<file path="src/verilog/ioi_pkg.sv">
// Shared constants for the process image link: assembly ids, codes, timings, register map.
// Assumes a single 250 MHz core clock on both ends.
package ioi_pkg;
  // ****************************************
  // Timing
  // ****************************************
  localparam int CLK_MHZ = 250;
  localparam int ACCEPT_MS = 350;
  localparam int RING_US = 3000;
  // Accept time converts exactly; ring must finish strictly under its figure
  localparam int ACCEPT_CYC = ACCEPT_MS * 1000 * CLK_MHZ;
  localparam int RING_CYC = RING_US * CLK_MHZ - 1;

  // ****************************************
  // Assemblies and images
  // ****************************************
  localparam logic [7:0] ASM_OUT = 8'h64;
  localparam logic [7:0] ASM_IN = 8'h65;
  localparam logic [7:0] ASM_CFG = 8'h66;
  localparam logic [7:0] ASM_HB_IO = 8'hc1;
  localparam logic [7:0] ASM_HB_LO = 8'hc0;
  localparam int IN_W = 40;
  localparam int STAT_W = 32;
  localparam int DIAG_W = 6;
  localparam logic [7:0] SUB_ZERO = 8'h00;
  localparam logic [7:0] SUB_ONE = 8'h01;
  localparam logic [7:0] SUB_HOLD = 8'h02;
  localparam logic [7:0] SUB_PATTERN = 8'h03;
  localparam logic [7:0] CFG_MODE_RST = 8'h00;
  localparam logic [7:0] CFG_PAT_RST = 8'h00;
  localparam logic [3:0] ROT_DEFAULTS = 4'hf;

  typedef enum logic [1:0] {CT_OWNER, CT_INONLY, CT_LISTEN, CT_BAD} ioi_conn_t;

  function automatic logic [7:0] out_asm(input ioi_conn_t t);
    case (t)
      CT_OWNER: out_asm = ASM_OUT;
      CT_INONLY: out_asm = ASM_HB_IO;
      default: out_asm = ASM_HB_LO;
    endcase
  endfunction

  function automatic logic cfg_expected(input ioi_conn_t t);
    cfg_expected = (t == CT_OWNER) || (t == CT_INONLY);
  endfunction

  // ****************************************
  // Scanner register map
  // ****************************************
  localparam logic [7:0] REG_CTRL = 8'h00;
  localparam logic [7:0] REG_CFG = 8'h04;
  localparam logic [7:0] REG_OUT = 8'h08;
  localparam logic [7:0] REG_STAT = 8'h0c;
  localparam logic [7:0] REG_IN_STAT = 8'h10;
  localparam logic [7:0] REG_IN_DATA = 8'h14;
  localparam logic [7:0] REG_IRQ_STAT = 8'h18;
  localparam logic [7:0] REG_IRQ_MASK = 8'h1c;
  localparam int CB_OPEN = 0;
  localparam int CB_CLOSE = 1;
  localparam int CB_POLL = 2;
  localparam int CB_SEND = 3;
  localparam int CB_TYPE = 4;
  localparam int CB_MCAST = 6;
  localparam int SB_READY = 0;
  localparam int SB_UP = 1;
  localparam int IB_ACK = 0;
  localparam int IB_NAK = 1;
  localparam int IB_IN = 2;
  localparam int IB_DOWN = 3;
  localparam int IRQ_W = 4;
endpackage

</file>
<file path="src/verilog/ioi_link_if.sv">
// Cyclic process data link between scanner and field device.
// Both ends share one clock; every signal is a flip-flop or, for req_mcast, req_cfg, out_asm and out_data, decoded from flip-flops.
`timescale 1ns/1ps
`default_nettype none
interface ioi_link_if;
  logic req_open;
  logic req_close;
  ioi_pkg::ioi_conn_t req_type;
  logic req_mcast;
  logic req_cfg;
  logic [7:0] cfg_mode;
  logic [7:0] cfg_pattern;
  logic out_valid;
  logic [7:0] out_asm;
  logic [7:0] out_data;
  logic in_poll;
  logic dev_ready;
  logic conn_ack;
  logic conn_nak;
  logic conn_up;
  logic in_valid;
  logic [7:0] in_asm;
  logic [ioi_pkg::IN_W-1:0] in_data;

  modport dev(input req_open, req_close, req_type, req_mcast, req_cfg, cfg_mode, cfg_pattern,
              out_valid, out_asm, out_data, in_poll,
              output dev_ready, conn_ack, conn_nak, conn_up, in_valid, in_asm, in_data);
  modport scn(output req_open, req_close, req_type, req_mcast, req_cfg, cfg_mode, cfg_pattern,
              out_valid, out_asm, out_data, in_poll,
              input dev_ready, conn_ack, conn_nak, conn_up, in_valid, in_asm, in_data);
endinterface
`default_nettype wire

</file>
<file path="src/verilog/ioi_subst.sv">
// Output value selection: live data or the configured substitute.
// Assumes the caller registers the result and feeds it back as last_i.
`timescale 1ns/1ps
`default_nettype none
module ioi_subst (
  input wire logic data_ok_i,      // Valid cyclic output data present
  input wire logic [7:0] live_i,   // Latest output byte
  input wire logic [7:0] last_i,   // Outputs as currently driven
  input wire logic [7:0] mode_i,   // Substitute behaviour code
  input wire logic [7:0] pat_i,    // Substitute pattern
  output logic [7:0] value_o       // Next output value
);
  always_comb begin
    if (data_ok_i) begin
      value_o = live_i;
    end else begin
      case (mode_i)
        ioi_pkg::SUB_ONE: value_o = 8'hff;
        ioi_pkg::SUB_HOLD: value_o = last_i;
        ioi_pkg::SUB_PATTERN: value_o = pat_i;
        default: value_o = 8'h00;
      endcase
    end
  end
endmodule
`default_nettype wire

</file>
<file path="src/verilog/ioi_device.sv">
// Field device end: output byte to eight outputs, five-byte input image, substitute values.
// Assumes the scanner end keeps its side of the link; all inputs synchronous to clock_i.
//
// Contract
// - All connections carry five-byte input image 101
// - Owner outputs via 100; heartbeats 193, 192
// - Owner and input-only send configuration 102
// - Output bit k drives output k+1
// - Status word bytes 0-3, inputs byte 4
// - Status bits: outputs, actuator, sensor supply faults
// - Input byte bit k is input k+1
// - Config byte 0: zero, one, hold, pattern
// - Config byte 1 pattern used in mode 3
// - Accept requests within 350 ms, connect 500
// - Listen-only multicast; others multicast or point-to-point
// - Ring reconfiguration under 3 ms, one ring
// - Switch position 0F restores factory defaults
//
// Implementation choices: the placing of the registers and the AHB-Lite interface to the registers.
`timescale 1ns/1ps
`default_nettype none
module ioi_device #(
  parameter int BOOT_CYC = ioi_pkg::ACCEPT_CYC,   // Cycles until requests are accepted
  parameter int RING_CYCLES = ioi_pkg::RING_CYC   // Cycles for ring reconfiguration
) (
  input wire logic clock_i,                       // Core clock, 250 MHz
  input wire logic resetn_i,                      // Sync reset, active low
  ioi_link_if.dev link,                           // Link to scanner
  input wire logic [7:0] device_input_channel_i,  // Input levels, bit k = input k+1
  input wire logic [ioi_pkg::DIAG_W-1:0] diag_i,  // Fault flags in status bit order
  input wire logic [3:0] rot_sw_i,                // Rotary coding switch
  input wire logic link_lost_i,                   // Connection loss from network side
  input wire logic ring_break_i,                  // Ring break detected, pulse
  output logic [7:0] dout_o,                      // Outputs, bit k = output k+1
  output logic out_live_o,                        // Outputs follow live data
  output logic ring_fault_o,                      // Ring reconfiguring
  output logic ring_reconf_o                      // Ring restored, pulse
);
  typedef enum logic {S_IDLE, S_UP} ioi_state_t;

  ioi_state_t state_q;
  ioi_pkg::ioi_conn_t type_q;
  logic [31:0] boot_cnt_q;
  logic ready_q;
  logic ack_q;
  logic nak_q;
  logic up_q;
  logic [7:0] mode_q;
  logic [7:0] pat_q;
  logic [7:0] live_q;
  logic data_ok_q;
  logic [7:0] dout_q;
  logic [7:0] dout_d;
  logic in_valid_q;
  logic [7:0] in_asm_q;
  logic [ioi_pkg::IN_W-1:0] in_data_q;
  logic [31:0] ring_cnt_q;
  logic ring_fault_q;
  logic ring_reconf_q;
  logic req_ok;
  logic drop;
  logic defaults;
  logic [ioi_pkg::STAT_W-1:0] status;

  // ****************************************
  // Startup
  // ****************************************
  // Requests are refused until the boot interval has elapsed
  always_ff @(posedge clock_i) begin
    if (!resetn_i) begin
      boot_cnt_q <= 32'h0;
      ready_q <= 1'b0;
    end else if (!ready_q) begin
      boot_cnt_q <= boot_cnt_q + 32'h1;
      ready_q <= (boot_cnt_q >= 32'(BOOT_CYC - 1));
    end
  end

  // ****************************************
  // Connection handling
  // ****************************************
  assign defaults = (rot_sw_i == ioi_pkg::ROT_DEFAULTS);
  assign drop = link.req_close || link_lost_i;

  always_comb begin
    req_ok = ready_q && (state_q == S_IDLE) && (link.req_type != ioi_pkg::CT_BAD);
    // Configuration image present exactly for owner and input-only
    if (link.req_cfg != ioi_pkg::cfg_expected(link.req_type)) begin
      req_ok = 1'b0;
    end
    if ((link.req_type == ioi_pkg::CT_LISTEN) && !link.req_mcast) begin
      req_ok = 1'b0;
    end
    if (link.req_cfg && (link.cfg_mode > ioi_pkg::SUB_PATTERN)) begin
      req_ok = 1'b0;
    end
  end

  always_ff @(posedge clock_i) begin
    if (!resetn_i) begin
      state_q <= S_IDLE;
      type_q <= ioi_pkg::CT_OWNER;
      up_q <= 1'b0;
      ack_q <= 1'b0;
      nak_q <= 1'b0;
    end else begin
      ack_q <= 1'b0;
      nak_q <= 1'b0;
      case (state_q)
        S_IDLE: begin
          if (link.req_open && req_ok) begin
            state_q <= S_UP;
            type_q <= link.req_type;
            up_q <= 1'b1;
            ack_q <= 1'b1;
          end else if (link.req_open) begin
            nak_q <= 1'b1;
          end
        end
        S_UP: begin
          if (drop) begin
            state_q <= S_IDLE;
            up_q <= 1'b0;
          end else if (link.req_open) begin
            // A single connection at a time; further requests are refused
            nak_q <= 1'b1;
          end
        end
        default: begin
          state_q <= S_IDLE;
          up_q <= 1'b0;
        end
      endcase
    end
  end

  // ****************************************
  // Configuration image
  // ****************************************
  always_ff @(posedge clock_i) begin
    if (!resetn_i) begin
      mode_q <= ioi_pkg::CFG_MODE_RST;
      pat_q <= ioi_pkg::CFG_PAT_RST;
    end else if (defaults) begin
      mode_q <= ioi_pkg::CFG_MODE_RST;
      pat_q <= ioi_pkg::CFG_PAT_RST;
    end else if (link.req_open && req_ok && link.req_cfg) begin
      mode_q <= link.cfg_mode;
      pat_q <= link.cfg_pattern;
    end
  end

  // ****************************************
  // Output image
  // ****************************************
  // Only the owner's assembly carries data; heartbeats refresh nothing
  always_ff @(posedge clock_i) begin
    if (!resetn_i) begin
      live_q <= 8'h00;
      data_ok_q <= 1'b0;
    end else if ((state_q != S_UP) || drop) begin
      data_ok_q <= 1'b0;
    end else if (link.out_valid && (type_q == ioi_pkg::CT_OWNER)
                 && (link.out_asm == ioi_pkg::out_asm(type_q))) begin
      live_q <= link.out_data;
      data_ok_q <= 1'b1;
    end
  end

  ioi_subst u_subst (
    .data_ok_i(data_ok_q),
    .live_i(live_q),
    .last_i(dout_q),
    .mode_i(mode_q),
    .pat_i(pat_q),
    .value_o(dout_d)
  );

  always_ff @(posedge clock_i) begin
    if (!resetn_i) begin
      dout_q <= 8'h00;
    end else begin
      dout_q <= dout_d;
    end
  end

  // ****************************************
  // Input image
  // ****************************************
  always_comb begin
    status = '0;
    status[ioi_pkg::DIAG_W-1:0] = diag_i;
  end

  // Every connection type polls the same five-byte assembly
  always_ff @(posedge clock_i) begin
    if (!resetn_i) begin
      in_valid_q <= 1'b0;
      in_asm_q <= 8'h00;
      in_data_q <= '0;
    end else begin
      in_valid_q <= link.in_poll && up_q;
      if (link.in_poll && up_q) begin
        in_asm_q <= ioi_pkg::ASM_IN;
        in_data_q <= {device_input_channel_i, status};
      end
    end
  end

  // ****************************************
  // Ring recovery
  // ****************************************
  // A new break while reconfiguring restarts the interval
  always_ff @(posedge clock_i) begin
    if (!resetn_i) begin
      ring_fault_q <= 1'b0;
      ring_cnt_q <= 32'h0;
      ring_reconf_q <= 1'b0;
    end else begin
      ring_reconf_q <= 1'b0;
      if (ring_break_i) begin
        ring_fault_q <= 1'b1;
        ring_cnt_q <= 32'h0;
      end else if (ring_fault_q) begin
        ring_cnt_q <= ring_cnt_q + 32'h1;
        if (ring_cnt_q >= 32'(RING_CYCLES - 1)) begin
          ring_fault_q <= 1'b0;
          ring_reconf_q <= 1'b1;
        end
      end
    end
  end

  assign link.dev_ready = ready_q;
  assign link.conn_ack = ack_q;
  assign link.conn_nak = nak_q;
  assign link.conn_up = up_q;
  assign link.in_valid = in_valid_q;
  assign link.in_asm = in_asm_q;
  assign link.in_data = in_data_q;
  assign dout_o = dout_q;
  assign out_live_o = data_ok_q;
  assign ring_fault_o = ring_fault_q;
  assign ring_reconf_o = ring_reconf_q;
endmodule
`default_nettype wire

</file>
<file path="src/flat_wrapper.sv">
// flat-port wrapper written by rule: the top's interface ports become plain ports
module ioi_device_flat 
#(
  parameter int BOOT_CYC = ioi_pkg::ACCEPT_CYC,                                        
  parameter int RING_CYCLES = ioi_pkg::RING_CYC                                     
)
  (clock_i, resetn_i, device_input_channel_i, diag_i, rot_sw_i, link_lost_i, ring_break_i, dout_o, out_live_o, ring_fault_o, ring_reconf_o, link_req_open, link_req_close, link_req_type, link_req_mcast, link_req_cfg, link_cfg_mode, link_cfg_pattern, link_out_valid, link_out_asm, link_out_data, link_in_poll, link_dev_ready, link_conn_ack, link_conn_nak, link_conn_up, link_in_valid, link_in_asm, link_in_data);
  ioi_link_if link_i ();
  input wire logic clock_i;
  input wire logic resetn_i;
  input wire logic [7:0] device_input_channel_i;
  input wire logic [ioi_pkg::DIAG_W-1:0] diag_i;
  input wire logic [3:0] rot_sw_i;
  input wire logic link_lost_i;
  input wire logic ring_break_i;
  output logic [7:0] dout_o;
  output logic out_live_o;
  output logic ring_fault_o;
  output logic ring_reconf_o;
  input wire logic [$bits(link_i.req_open)-1:0] link_req_open;
  input wire logic [$bits(link_i.req_close)-1:0] link_req_close;
  input wire logic [$bits(link_i.req_type)-1:0] link_req_type;
  input wire logic [$bits(link_i.req_mcast)-1:0] link_req_mcast;
  input wire logic [$bits(link_i.req_cfg)-1:0] link_req_cfg;
  input wire logic [$bits(link_i.cfg_mode)-1:0] link_cfg_mode;
  input wire logic [$bits(link_i.cfg_pattern)-1:0] link_cfg_pattern;
  input wire logic [$bits(link_i.out_valid)-1:0] link_out_valid;
  input wire logic [$bits(link_i.out_asm)-1:0] link_out_asm;
  input wire logic [$bits(link_i.out_data)-1:0] link_out_data;
  input wire logic [$bits(link_i.in_poll)-1:0] link_in_poll;
  output wire logic [$bits(link_i.dev_ready)-1:0] link_dev_ready;
  output wire logic [$bits(link_i.conn_ack)-1:0] link_conn_ack;
  output wire logic [$bits(link_i.conn_nak)-1:0] link_conn_nak;
  output wire logic [$bits(link_i.conn_up)-1:0] link_conn_up;
  output wire logic [$bits(link_i.in_valid)-1:0] link_in_valid;
  output wire logic [$bits(link_i.in_asm)-1:0] link_in_asm;
  output wire logic [$bits(link_i.in_data)-1:0] link_in_data;
  assign link_i.req_open = link_req_open;
  assign link_i.req_close = link_req_close;
  assign link_i.req_type = link_req_type;
  assign link_i.req_mcast = link_req_mcast;
  assign link_i.req_cfg = link_req_cfg;
  assign link_i.cfg_mode = link_cfg_mode;
  assign link_i.cfg_pattern = link_cfg_pattern;
  assign link_i.out_valid = link_out_valid;
  assign link_i.out_asm = link_out_asm;
  assign link_i.out_data = link_out_data;
  assign link_i.in_poll = link_in_poll;
  assign link_dev_ready = link_i.dev_ready;
  assign link_conn_ack = link_i.conn_ack;
  assign link_conn_nak = link_i.conn_nak;
  assign link_conn_up = link_i.conn_up;
  assign link_in_valid = link_i.in_valid;
  assign link_in_asm = link_i.in_asm;
  assign link_in_data = link_i.in_data;
  ioi_device #(.BOOT_CYC(BOOT_CYC), .RING_CYCLES(RING_CYCLES)) u_core (.clock_i(clock_i), .resetn_i(resetn_i), .link(link_i), .device_input_channel_i(device_input_channel_i), .diag_i(diag_i), .rot_sw_i(rot_sw_i), .link_lost_i(link_lost_i), .ring_break_i(ring_break_i), .dout_o(dout_o), .out_live_o(out_live_o), .ring_fault_o(ring_fault_o), .ring_reconf_o(ring_reconf_o));
endmodule
</file>
<file path="config.mk">
export PLATFORM = sky130hd
export DESIGN_NAME = ioi_device_flat
export DESIGN_NICKNAME = d
export VERILOG_FILES = /design/src/verilog/ioi_pkg.sv /design/src/verilog/ioi_link_if.sv /design/src/verilog/ioi_subst.sv /design/src/verilog/ioi_device.sv /design/src/flat_wrapper.sv
export SDC_FILE = /design/constraint.sdc
export NUM_CORES = 1
export LEC_CHECK = 0
export BUFFER_PORTS_ARGS = -buffer_cell sky130_fd_sc_hd__buf_2
export CAP_MARGIN = 30
export CORE_MARGIN = 8
export CORE_UTILIZATION = 50
export CTS_CLUSTER_SIZE = 28
export DETAILED_ROUTE_END_ITERATION = 10
export GPL_TIMING_DRIVEN = 0
export PLACE_DENSITY = 0.74
export SYNTH_ARGS = -nofsm -noshare
export SYNTH_HDL_FRONTEND = slang
export SYNTH_HIERARCHICAL = 1
export SYNTH_SLANG_ARGS = --single-unit
</file>
<file path="constraint.sdc">
create_clock -name clock_i -period 2.32 [get_ports clock_i]
set_clock_uncertainty 0.1 [all_clocks]
set_input_delay 0.348 -clock clock_i [delete_from_list [all_inputs] [get_ports clock_i]]
set_output_delay 0.348 -clock clock_i [all_outputs]
set_load 0.05 [all_outputs]
</file>
## Yosys cells after proc, flatten, opt, wreduce, memory -nomap -nowiden

Cells that the tools add are included.

- Add/subtract/negate cells: 2
- $lt $le $gt $ge: 3
- Equal/unequal tests: 13
- Mux-type cells: 23
- Bitwise logic cells: 4
- Reductions and logical operators: 23

Operators by type and width:

| kind | number |
|---|---|
| 32-bit by 1-bit adder with 32-bit output, second input constant | 2 |
| 32-bit by 20-bit >= comparator with 1-bit output, second input constant | 1 |
| 32-bit by 27-bit >= comparator with 1-bit output, second input constant | 1 |
| 8-bit two-way mux | 3 |
| 8-bit case mux with 3 select lines | 1 |
| 8-bit by 2-bit equality test with 1-bit output, second input constant | 2 |
| 8-bit case mux with 2 select lines | 1 |
| 1-bit two-way mux | 15 |
| 1-bit logical AND | 9 |
| 8-bit by 1-bit equality test with 1-bit output, second input constant | 1 |
| 8-bit equality test | 1 |
| 8-bit by 2-bit > comparator with 1-bit output, second input constant | 1 |
| 2-bit OR reduction | 4 |
| 2-bit inequality test, second input constant | 3 |
| 1-bit case mux with 2 select lines | 3 |
| 2-bit AND reduction | 3 |
| 2-bit by 1-bit equality test with 1-bit output, second input constant | 2 |
| 4-bit equality test, second input constant | 1 |
| 2-bit logical NOT | 2 |
| 1-bit NOT | 4 |
| 1-bit logical OR | 3 |
| 3-bit OR reduction | 1 |
| 2-bit equality test, second input constant | 1 |
| 2-bit by 1-bit inequality test with 1-bit output, second input constant | 1 |
| 2 further kinds | 2 |

- Flip-flop bits (word level): 122
- Output and inout bits: 64

## Logic depth before layout (Yosys ltp)

Gate-level depths: netlist of run 1.

- Word-level depth: 9
- Depth in mapped cells: 7
- Depth with buffers taken out: 6

## By module

Netlist of run 1, hierarchy kept.

By module, submodules not included:

| module | times used | cells each | area each (µm²) | seq. area each (µm²) |
|---|---|---|---|---|
| ioi_device | 1 | 643 | 5500.3 | 2442.3 |
| ioi_subst | 1 | 39 | 321.6 | 0.0 |

## Least setup slack after synthesis of run 1

No wires, ideal clock.

- Path kind: reg2reg
- Start point: register u_core.ring_fault_q (netlist: u_core/ring_fault_o)
- End point: register u_core.ring_cnt_q[22]
- Setup time: 0.070 ns
- Arrival time: 2.247 ns
- Data required time: 2.150 ns
- Slack: -0.097 ns
- Stages on the path, launching flop included: 7
- Clock period less this slack: 2.417 ns
- Cell sequence: dfxtp_1 -> buf_2 -> nand4_2 -> or3_1 -> buf_2 -> or4_1 -> a21oi_1

RTL lines:

| element | line | RTL |
|---|---|---|
| start, declared | ioi_device.sv:58 | `logic ring_fault_q;` |
| start signal, assigned | ioi_device.sv:216 | `ring_fault_q <= 1'b0;` |
| start signal, assigned | ioi_device.sv:222 | `ring_fault_q <= 1'b1;` |
| start signal, assigned | ioi_device.sv:227 | `ring_fault_q <= 1'b0;` |
| end signal, assigned | ioi_device.sv:225 | `ring_cnt_q <= ring_cnt_q + 32'h1;` |
| end, declared | ioi_device.sv:57 | `logic [31:0] ring_cnt_q;` |

## Final worst setup path of run 1

- Start point: register u_core.ring_cnt_q[12]
- End point: register u_core.ring_cnt_q[27]

- Longest elaborated chain between the ends: 1

RTL lines:

| element | line |
|---|---|
| 32-bit by 1-bit adder with 32-bit output | ioi_device.sv:225 |

No other way between the ends.
A chain may end at the register's enable or synchronous reset.

==> results of run 1 <==
==> power groups by stage <==
stage | clock network (uW) | logic, uW | registers, uW
2_1_floorplan | 0 | 209 | 2170
3_3_place_gp | 0 | 298 | 2160
3_5_place_dp | 0 | 303 | 2160
4_1_cts | 2920 | 305 | 2110
5_1_grt | 3020 | 330 | 2120
6_report | 2880 | 309 | 2120
==> synthesized netlist by cell type, types with 7 or more instances <==
cell type	count	area, um^2
a21oi_1	70	350
and2_1	14	87.6
and3_1	15	93.8
and3b_1	9	78.8
buf_2	7	35.0
buf_4	33	248
clkbuf_1	25	93.8
dfxtp_1	122	2440
inv_1	11	41.3
mux2i_1	14	140
nand2_1	76	285
nand3_1	34	170
nand4_1	19	119
nor2_1	45	169
nor3_1	8	40.0
nor4_1	14	87.6
o21ai_0	24	120
o31ai_1	24	180
o41ai_2	8	130
or3_1	10	62.6
or4_1	26	195
xnor2_1	12	105
xor2_1	10	87.6
==> state kept, by name, indices dropped and copies added (netlist names), 2 cells and up <==
signal               count
u_core/link.in_data     14
u_core/type_q            2
u_core/dout_o            8
u_core/live_q            8
u_core/ring_cnt_q       32
u_core/boot_cnt_q       32
u_core/mode_q            8
u_core/pat_q             8
==> timing repair <==
item,CTS,global route
hold buffers,0,0
buffers inserted,2,4
setup endpoints to repair,14,20
pin swaps,1,4
resized for setup,4,8
==> per-stage QoR <==
stage	setup TNS, ps	utilization	cells
floorplan	0	-	711
global placement	-108	0.579	949
detailed placement	-201	0.579	949
CTS	0	0.640	983
global route	-18.4	0.644	985
finish	0	0.644	985
==> cell type report <==
type                    instances  area, um^2  share of cell area
plain buffers                  67         410              0.0560
clock buffers                  21         460              0.0629
clock inverters                11         193              0.0263
inverters                      11        41.3             0.00564
multi-input cells             509        3070               0.420
flip-flops and latches        122        2450               0.334
well taps                     143         179              0.0244
repair buffers                101         520              0.0711
==> cells by family (layout without fill, tap and decap cells) <==
kind of cell	count (synthesis)	in the layout	share of synthesized area
mux	14	14	0.0241
simple gates	299	299	0.283
xor+xnor	22	22	0.0331
compound gates	141	141	0.155
buf+inv	80	211	0.0782
fa+ha+maj	3	3	0.00645
other cells	1	30	0.000644
flops	122	122	0.420
==> worst paths after layout <==
path / start / end / depth (start not counted)
min reg2reg: u_core/link.in_data[5]$_SDFFE_PN0P_ / u_core/link.in_data[5]$_SDFFE_PN0P_ / 2
min: link_out_data[4] / u_core/live_q[4]$_SDFFE_PN0P_ / 3
max reg2reg: u_core/ring_cnt_q[12]$_SDFFE_PP0P_ / u_core/ring_cnt_q[27]$_SDFFE_PP0P_ / 5
max: u_core/ring_cnt_q[12]$_SDFFE_PP0P_ / u_core/ring_cnt_q[27]$_SDFFE_PP0P_ / 5
==> worst min-delay path: stages <==
cell and delay, ps:
buf_2 80, mux2i_1 50, nor2_1 70
==> routing by layer <==
layer / track usage / wire length, um
met4: 0.0989 / 363
met3: 0.0621 / 1410
met1: 0.227 / 6100
met2: 0.347 / 8040
met5: 0 / 0
==> results.txt, run 1 <==
CP Class = reg2reg
# diodes = 0
CP Data Required Time = 2560 ps
Crit-path cells = nand3_1 > or4_4 > buf_6 > or4_1 > a21oi_1
Vias/cell = 5.64
Post-synthesis cell type count = 52
Antenna violations before repair = 0
CP top delay family = simple AND/OR/NAND/NOR gates
Final Power = 5310 uW
Yosys reg bits = 122
Async SR Flop Fraction = 0
DR WL/cell = 16.1 um
Fin nets = 894
Clock Pin Slew Worst Setup and Hold Paths = 50 ps
Worst rel slew slack = 0.442
Layout cell share with drive strength beyond 1 = 0.238
Commonest non-fill, non-tap cell in the layout = dfxtp_1
Synth Instances = 682
Reg-to-reg setup timing slack = 90 ps
Sequential cell area fraction in the yosys report = 0.420
Syn avg cell area = 8.54 um^2
Synth warnings = 6
Area of the core = 0.0114 mm^2
Min Tclk post-route = 2230 ps
Worst Hold Class = in2reg
Largest stage delay, worst path = 560 ps
Overall Global Routing Usage = 0.203
Die W = 124 um
Clk root buf = clkbuf_16
Internal Power = 4170 uW
Final slew viol count = 0
Final Cycle Share = 0.959
Worst EP arrival = 2460 ps
Slew @ Worst Pin = 831 ps
Clock sink total = 122
Net Switching = 1140 uW
Clock power frac = 0.543
IO buf count = 95
Pre-CTS setup slack = -89.3 ps
Vias in the first global route = 5307
First-pass GRT wire length = 25000 um
Routed Antenna Nets = 0
Fillcell total = 967
Finished Cell Area = 0.00732 mm^2
Die area = 0.0154 mm^2
Flop pwr share = 0.399
Pin count of the biggest net entering global routing = 17
Power share of the combinational group = 0.058
Final hold vios = 0
Clk_lat worst skew = 410 ps
GRT overflow = 0
Initial DRC Count = 451
Cell row count = 39
Total CTS buffers = 17
Net Sw Frac = 0.215
Slowest cell on the critical path = or4_4
Initial Util = 0.512
Placed Area = 0.00659 mm^2
First-pass DRT Iterations = 5
CP Max Fanout = 10
Die height = 124 um
Setup violations, final = 0
Post-Syn Area = 0.00582 mm^2
Critical Path Source Type = flip-flop
Leak Pwr = 0.00297 uW
I/O pins = 126
Peak supply drop = 612 uV
Max-cap violations = 0
Total Wirelength = 15900 um
Hold WS = 73.0 ps
Layout area overhead = 25.8%
Final worst slack = 94.1 ps
CTS tree = done
Number of H-tree levels = 4
Commonest non-fill, non-tap cells in the layout = dfxtp_1, buf_2, nand2_1
CP Capture Type = flip-flop
Routed vias = 5555
Outcome = complete, no violations
CTS Buffer Depth = 2
F_max = 0.449 GHz
DP HPWL = 11700 um
PwrDens = 725 mW/mm^2
CP Buf/Inv Count = 1
Gpl congestion = 0.845
EDFF count, synth = 0
# DRC = 0
Ys flop type = dfxtp_1
No activity file was read; power rests on OpenSTA's default activity.
==> run 2, diff against run 1 <==
--- a/config.mk
+++ b/config.mk
@@ -12,7 +12,7 @@
 export CTS_CLUSTER_SIZE = 28
 export DETAILED_ROUTE_END_ITERATION = 10
 export GPL_TIMING_DRIVEN = 0
-export PLACE_DENSITY = 0.74
+export PLACE_DENSITY = 0.77
 export SYNTH_ARGS = -nofsm -noshare
 export SYNTH_HDL_FRONTEND = slang
 export SYNTH_HIERARCHICAL = 1
==> constraint.sdc (replaced) <==
create_clock -name clock_i -period 2.32 [get_ports clock_i]
set_clock_uncertainty 0.1 [all_clocks]
set_input_delay 0.232 -clock clock_i [delete_from_list [all_inputs] [get_ports clock_i]]
set_output_delay 0.232 -clock clock_i [all_outputs]
set_load 0.05 [all_outputs]
==> run 2 against run 1 <==
  * Count of clock-buffer cells in the layout is 4 lower
  * Power is 0.56% higher
  * Via count is 2.3% higher
  * Highest routed layer unchanged
  * Largest cell class unchanged
  * Critical path type unchanged
==> results.txt, run 2 (synthesized netlist as in run 1, its figures left out) <==
Outcome = complete, no violations
Number of H-tree levels = 4 (unchanged)
CTS Buffer Depth = 2 (unchanged)
Layout cell share with drive strength beyond 1 = 0.236 (-0.00163)
Antenna violations before repair = 0 (unchanged)
Cell row count = 39 (unchanged)
Setup TNS = 0 ps (unchanged)
Total Wirelength = 16400 um (+3.3%)
Routed Antenna Nets = 0 (unchanged)
Commonest non-fill, non-tap cells in the layout = dfxtp_1, buf_2, nand2_1
Clock sink total = 122 (unchanged)
RSZ-0062 raised after global routing = no
Crit-path cells = nor4b_1 > nand4_1 > mux2i_1 > nor2_1
Max-cap violations = 0 (unchanged)
Final Cycle Share = 0.968 (+0.00884)
PwrDens = 702 mW/mm^2 (-3.1%)
Reg-to-reg setup timing slack = 70 ps (-20 ps)
Total CTS buffers = 17 (unchanged)
Clk root buf = clkbuf_16
Slowest cell on the critical path = nor4b_1
Reg2reg path depth = 4 (-1)
Fin nets = 921 (+3.0%)
Vias/cell = 5.61 (-0.52%)
Clk_lat worst skew = 410 ps (about the same)
CP Max Fanout = 8 (-2)
CP Class = reg2reg
FF-to-FF End = u_core/live_q[3]$_SDFFE_PN0P_
Final hold vios = 0 (unchanged)
Fillcell total = 887 (-8.3%)
Commonest non-fill, non-tap cell in the layout = dfxtp_1
Final slew viol count = 0 (unchanged)
Worst rel slew slack = 0.490 (+0.0481)
Die height = 124 um (unchanged)
CP Buf/Inv Count = 0 (-1)
CTS tree = done
Pin count of the biggest net entering global routing = 17 (unchanged)
Die area = 0.0154 mm^2 (unchanged)
Final worst slack = 73.6 ps (-20.5 ps)
CP top delay family = simple AND/OR/NAND/NOR gates
DP HPWL = 11300 um (-3.2%)
Slew @ Worst Pin = 762 ps (-69.2 ps)
F_max = 0.445 GHz (-0.91%)
Peak supply drop = 497 uV (-19%)
Hold WS = 21.8 ps (-51.2 ps)
Min Tclk post-route = 2250 ps (+20.5 ps)
Leak Pwr = 0.00308 uW (+3.7%)
Gpl congestion = 0.893 (+5.8%)
CP Depth = 4 (-1)
DR WL/cell = 16.2 um (+0.45%)
Launch point of the worst path = u_core/type_q[0]$_SDFFE_PN0P_
I/O pins = 126 (unchanged)
Clock Pin Slew Worst Setup and Hold Paths = 60 ps (about the same)
First-pass DRT Iterations = 5 (unchanged)
R2R Path Start = u_core/type_q[0]$_SDFFE_PN0P_
Initial Util = 0.512 (unchanged)
IO buf count = 95 (unchanged)
First-pass GRT wire length = 26600 um (+6.6%)
Area of the core = 0.0114 mm^2 (unchanged)
Die W = 124 um (unchanged)
CP Data Required Time = 2500 ps (-60 ps)
Layout area overhead = 30.6%
Initial DRC Count = 475 (+5.3%)
Routed vias = 5683 (+2.3%)
Largest stage delay, worst path = 660 ps (+100 ps)
CP Capture Type = flip-flop
Setup violations, final = 0 (unchanged)
# DRC = 0 (unchanged)
Worst Hold Class = in2reg
Vias in the first global route = 5552 (+4.6%)
Worst EP arrival = 2420 ps (-40 ps)
Critical Path Source Type = flip-flop
Overall Global Routing Usage = 0.215 (+0.0115)
Pre-CTS setup slack = -86.9 ps (+2.42 ps)
GRT overflow = 0 (unchanged)
Worst setup path endpoint = u_core/live_q[3]$_SDFFE_PN0P_
run 2: timing repair:
item | 4_1_cts | 5_1_grt
endpoints found under the hold margin | 29 | 0
setup buffers | 1 | 2
hold buffers | 29 | 0
endpoints found under the setup margin | 9 | 19
resized for setup | 6 | 13
pin swaps | 1 | 3
run 2: where the power goes:
group          internal (uW)  switching [uW]
registers               2110            12.0
clock network           1910             963
logic                    131             220
total                   4140            1190
run 2: how the worst min path moves through the flow:
stage,start,endpoint,slack [ps],cells after the start
floorplan,link_req_open,u_core/link.conn_nak$_SDFF_PN0_,260,2
global placement,u_core/link.in_data[38]$_SDFFE_PN0P_,u_core/link.in_data[38]$_SDFFE_PN0P_,340,2
detailed placement,u_core/link.in_data[35]$_SDFFE_PN0P_,u_core/link.in_data[35]$_SDFFE_PN0P_,350,2
CTS,link_req_open,u_core/link.conn_nak$_SDFF_PN0_,0.2,3
global route,ring_break_i,u_core/ring_fault_o$_SDFF_PN0_,20,2
finish,link_cfg_pattern[3],u_core/pat_q[3]$_SDFFE_PP0P_,20,3
run 2: final cells by class:
class	instances	area (um^2)	share of cell area
inverter	11	41.3	0.00543
sequential	122	2450	0.322
buffer	68	415	0.0546
multi-input combinational	509	3080	0.405
clock inverter	15	223	0.0293
timing repair buffer	127	788	0.104
clock buffer	17	425	0.0560
tap	143	179	0.0235
antenna	1	2.50	0.000329
run 2: routing by layer:
| metal | global-route usage | vias up | wire length [um] |
|---|---|---|---|
| met5 | 0 | - | 0 |
| met4 | 0.0989 | 0 | 372 |
| met2 | 0.369 | 255 | 8440 |
| li1 | - | 2781 | - |
| met3 | 0.0512 | 33 | 1290 |
| met1 | 0.248 | 2614 | 6320 |
run 2: worst register-to-register path: stages, from the launching register on:
cell and delay (ps):
dfxtp_1 320, nor4b_1 660, nand4_1 590, mux2i_1 380, nor2_1 70
run 2: stage by stage:
stage                     instance area (um^2)   util  instances  total power (uW)
after floorplan                           5930      -        711              2380
after global placement                    6590  0.579        949              2450
after detailed placement                  6590  0.579        949              2460
after CTS                                 7560  0.665       1011              5370
after global routing                      7600  0.668       1012              5500
final                                     7600  0.669       1013              5340
==> run 3, diff against run 2 <==
==> constraint.sdc (replaced) <==
create_clock -name clock_i -period 2.32 [get_ports clock_i]
set_clock_uncertainty 0.1 [all_clocks]
set_input_delay 0.232 -clock clock_i [delete_from_list [all_inputs] [get_ports clock_i]]
set_output_delay 0.232 -clock clock_i [all_outputs]
set_load 0.01 [all_outputs]
==> run 3 against run 2 <==
  * First-iteration DRC count is 49% higher
  * Utilization up 0.077 points
  * Highest routed layer unchanged
  * Flip-flop and latch count stayed put
  * Critical path type unchanged
  * Clock power fell by 6%
==> results.txt, run 3 (synthesized netlist as in run 1, its figures left out) <==
CTS Buffer Depth = 2 (unchanged)
Peak supply drop = 478 uV (-3.8%)
GRT overflow = 0 (unchanged)
Fin nets = 927 (+0.65%)
CP Capture Type = flip-flop
First-pass DRT Iterations = 5 (unchanged)
Final worst slack = 98.3 ps (+24.6 ps)
CP Class = reg2reg
# DRC = 0 (unchanged)
Placed Area = 0.00659 mm^2 (about the same)
Clock Pin Slew Worst Setup and Hold Paths = 60 ps (about the same)
Final Power = 5080 uW (-4.8%)
Final Non-Filler Cells = 1018 (+0.49%)
Min Tclk post-route = 2220 ps (-24.6 ps)
Max-cap violations = 0 (unchanged)
Slowest cell on the critical path = or4_1
IO buf count = 95 (unchanged)
DR WL/cell = 15.8 um (-2.3%)
Worst Hold Class = in2reg
CP Max Fanout = 10 (+2)
CTS tree = done
Routed vias = 5725 (+0.74%)
Net Sw Frac = 0.220 (-0.00376)
Gpl congestion = 0.875 (-2.0%)
Worst rel slew slack = 0.506 (+0.0161)
F_max = 0.450 GHz (+1.1%)
Die W = 124 um (unchanged)
CP Data Required Time = 2560 ps (+60 ps)
Antenna violations before repair = 0 (unchanged)
Final slew viol count = 0 (unchanged)
Initial Util = 0.512 (unchanged)
Power share of the combinational group = 0.051 (-0.015)
Number of H-tree levels = 4 (unchanged)
Routed Antenna Nets = 0 (unchanged)
RSZ-0062 raised after global routing = no
Clk_lat worst skew = 420 ps (about the same)
CP Buf/Inv Count = 2 (+2)
Fillcell total = 886 (-0.11%)
DP HPWL = 11200 um (-1.1%)
Crit-path cells = clkbuf_4 > nand4_4 > or3_4 > buf_2 > or4_1 > a21oi_1
Die height = 124 um (unchanged)
Area of the core = 0.0114 mm^2 (unchanged)
Commonest non-fill, non-tap cells in the layout = dfxtp_1, buf_2, nand2_1
Pin count of the biggest net entering global routing = 17 (unchanged)
Finished Cell Area = 0.00761 mm^2 (+0.12%)
I/O pins = 126 (unchanged)
Commonest non-fill, non-tap cell in the layout = dfxtp_1
Clock sink total = 122 (unchanged)
Outcome = complete, no violations
Internal Power = 3960 uW (-4.4%)
Cell row count = 39 (unchanged)
Net Switching = 1120 uW (-6.4%)
PwrDens = 668 mW/mm^2 (-4.9%)
Critical Path Source Type = flip-flop
CP top delay family = simple AND/OR/NAND/NOR gates
Clk root buf = clkbuf_16
Vias in the first global route = 5574 (+0.40%)
# diodes = 0 (-1)
Leak Pwr = 0.00309 uW (+0.22%)
Final Cycle Share = 0.958 (-0.0106)
Setup violations, final = 0 (unchanged)
Pre-CTS setup slack = -72.7 ps (+14.2 ps)
First-pass GRT wire length = 25700 um (-3.2%)
Slew @ Worst Pin = 736 ps (-26.2 ps)
DP Cell Count = 949 (unchanged)
Die area = 0.0154 mm^2 (unchanged)
Total CTS buffers = 17 (unchanged)
Overall Global Routing Usage = 0.208 (-0.00623)
Worst EP arrival = 2460 ps (+40 ps)
Initial DRC Count = 706 (+49%)
Layout area overhead = 30.7%
Layout cell share with drive strength beyond 1 = 0.230 (-0.00619)
Flop pwr share = 0.417 (+0.020)
Total Wirelength = 16100 um (-1.9%)
Clock power frac = 0.532 (-0.005)
Largest stage delay, worst path = 500 ps (-160 ps)
Final hold vios = 0 (unchanged)
Vias/cell = 5.62 (+0.24%)
[run 3: cell count changes in the layout (fill, tap and decap cells not counted), moves of 2 or more]
cell,before,now
o311ai_1,0,2
bufinv_16,5,3
o311ai_0,2,0
dfxtp_2,7,2
clkinv_4,2,4
dfxtp_1,115,120
buf_4,36,39
dlygate4sd3_1,29,33
[run 3: final timing paths]
path / startpoint / end / slack, ps / cells past startpoint
hold reg to reg: u_core/link.in_data[38]$_SDFFE_PN0P_ / u_core/link.in_data[38]$_SDFFE_PN0P_ / 360 / 2
hold / removal: link_cfg_pattern[1] / u_core/pat_q[1]$_SDFFE_PP0P_ / 30 / 3
setup reg to reg: u_core/ring_fault_o$_SDFF_PN0_ / u_core/ring_cnt_q[22]$_SDFFE_PP0P_ / 100 / 6
setup / recovery: u_core/ring_fault_o$_SDFF_PN0_ / u_core/ring_cnt_q[22]$_SDFFE_PP0P_ / 100 / 6
[run 3: per-stage QoR]
step,TNS [ps],hold WS [ps],utilization
after floorplan,0,260,-
after global placement,-61.4,340,0.579
after detailed placement,-170,350,0.579
after CTS,0,0.0565,0.665
after global routing,0,35.7,0.669
final,0,25.0,0.669
[run 3: area by class of cell]
cell class	instances	area [um^2]	area share
inverter	11	41.3	0.00542
buffer	67	410	0.0539
tap	143	179	0.0235
clock inverter	13	168	0.0220
clock buffer	19	443	0.0582
sequential	122	2440	0.321
timing repair buffer	134	851	0.112
multi-input combinational	509	3070	0.404
[run 3: layer usage]
metal  routed length [um]  global-route usage  up-vias  share of wire
met5                    0                   0        -              0
met4                  363               0.100        0          0.023
met3                 1150              0.0512       34          0.071
met2                 8140               0.362      207           0.50
met1                 6480               0.235     2697           0.40
li1                     -                   -     2787              -
[run 3: power by group through the flow]
stage / logic, uW / registers [uW] / clock network (uW)
floorplan: 123 / 2160 / 0
global placement: 203 / 2160 / 0
detailed placement: 208 / 2160 / 0
CTS: 254 / 2110 / 2750
global route: 286 / 2120 / 2830
finish: 260 / 2120 / 2700
[run 3: tightest hold or removal path, cell delays in order]
cell	delay, ps
buf_2	100
nand3_1	90
a21oi_1	70
[run 3: repair_timing]
item	CTS	global route
cloned	0	0
pin swaps	1	3
resized for setup	3	12
hold endpoints to repair	33	0
setup endpoints to repair	8	22
setup buffers	2	4
hold buffers	33	0
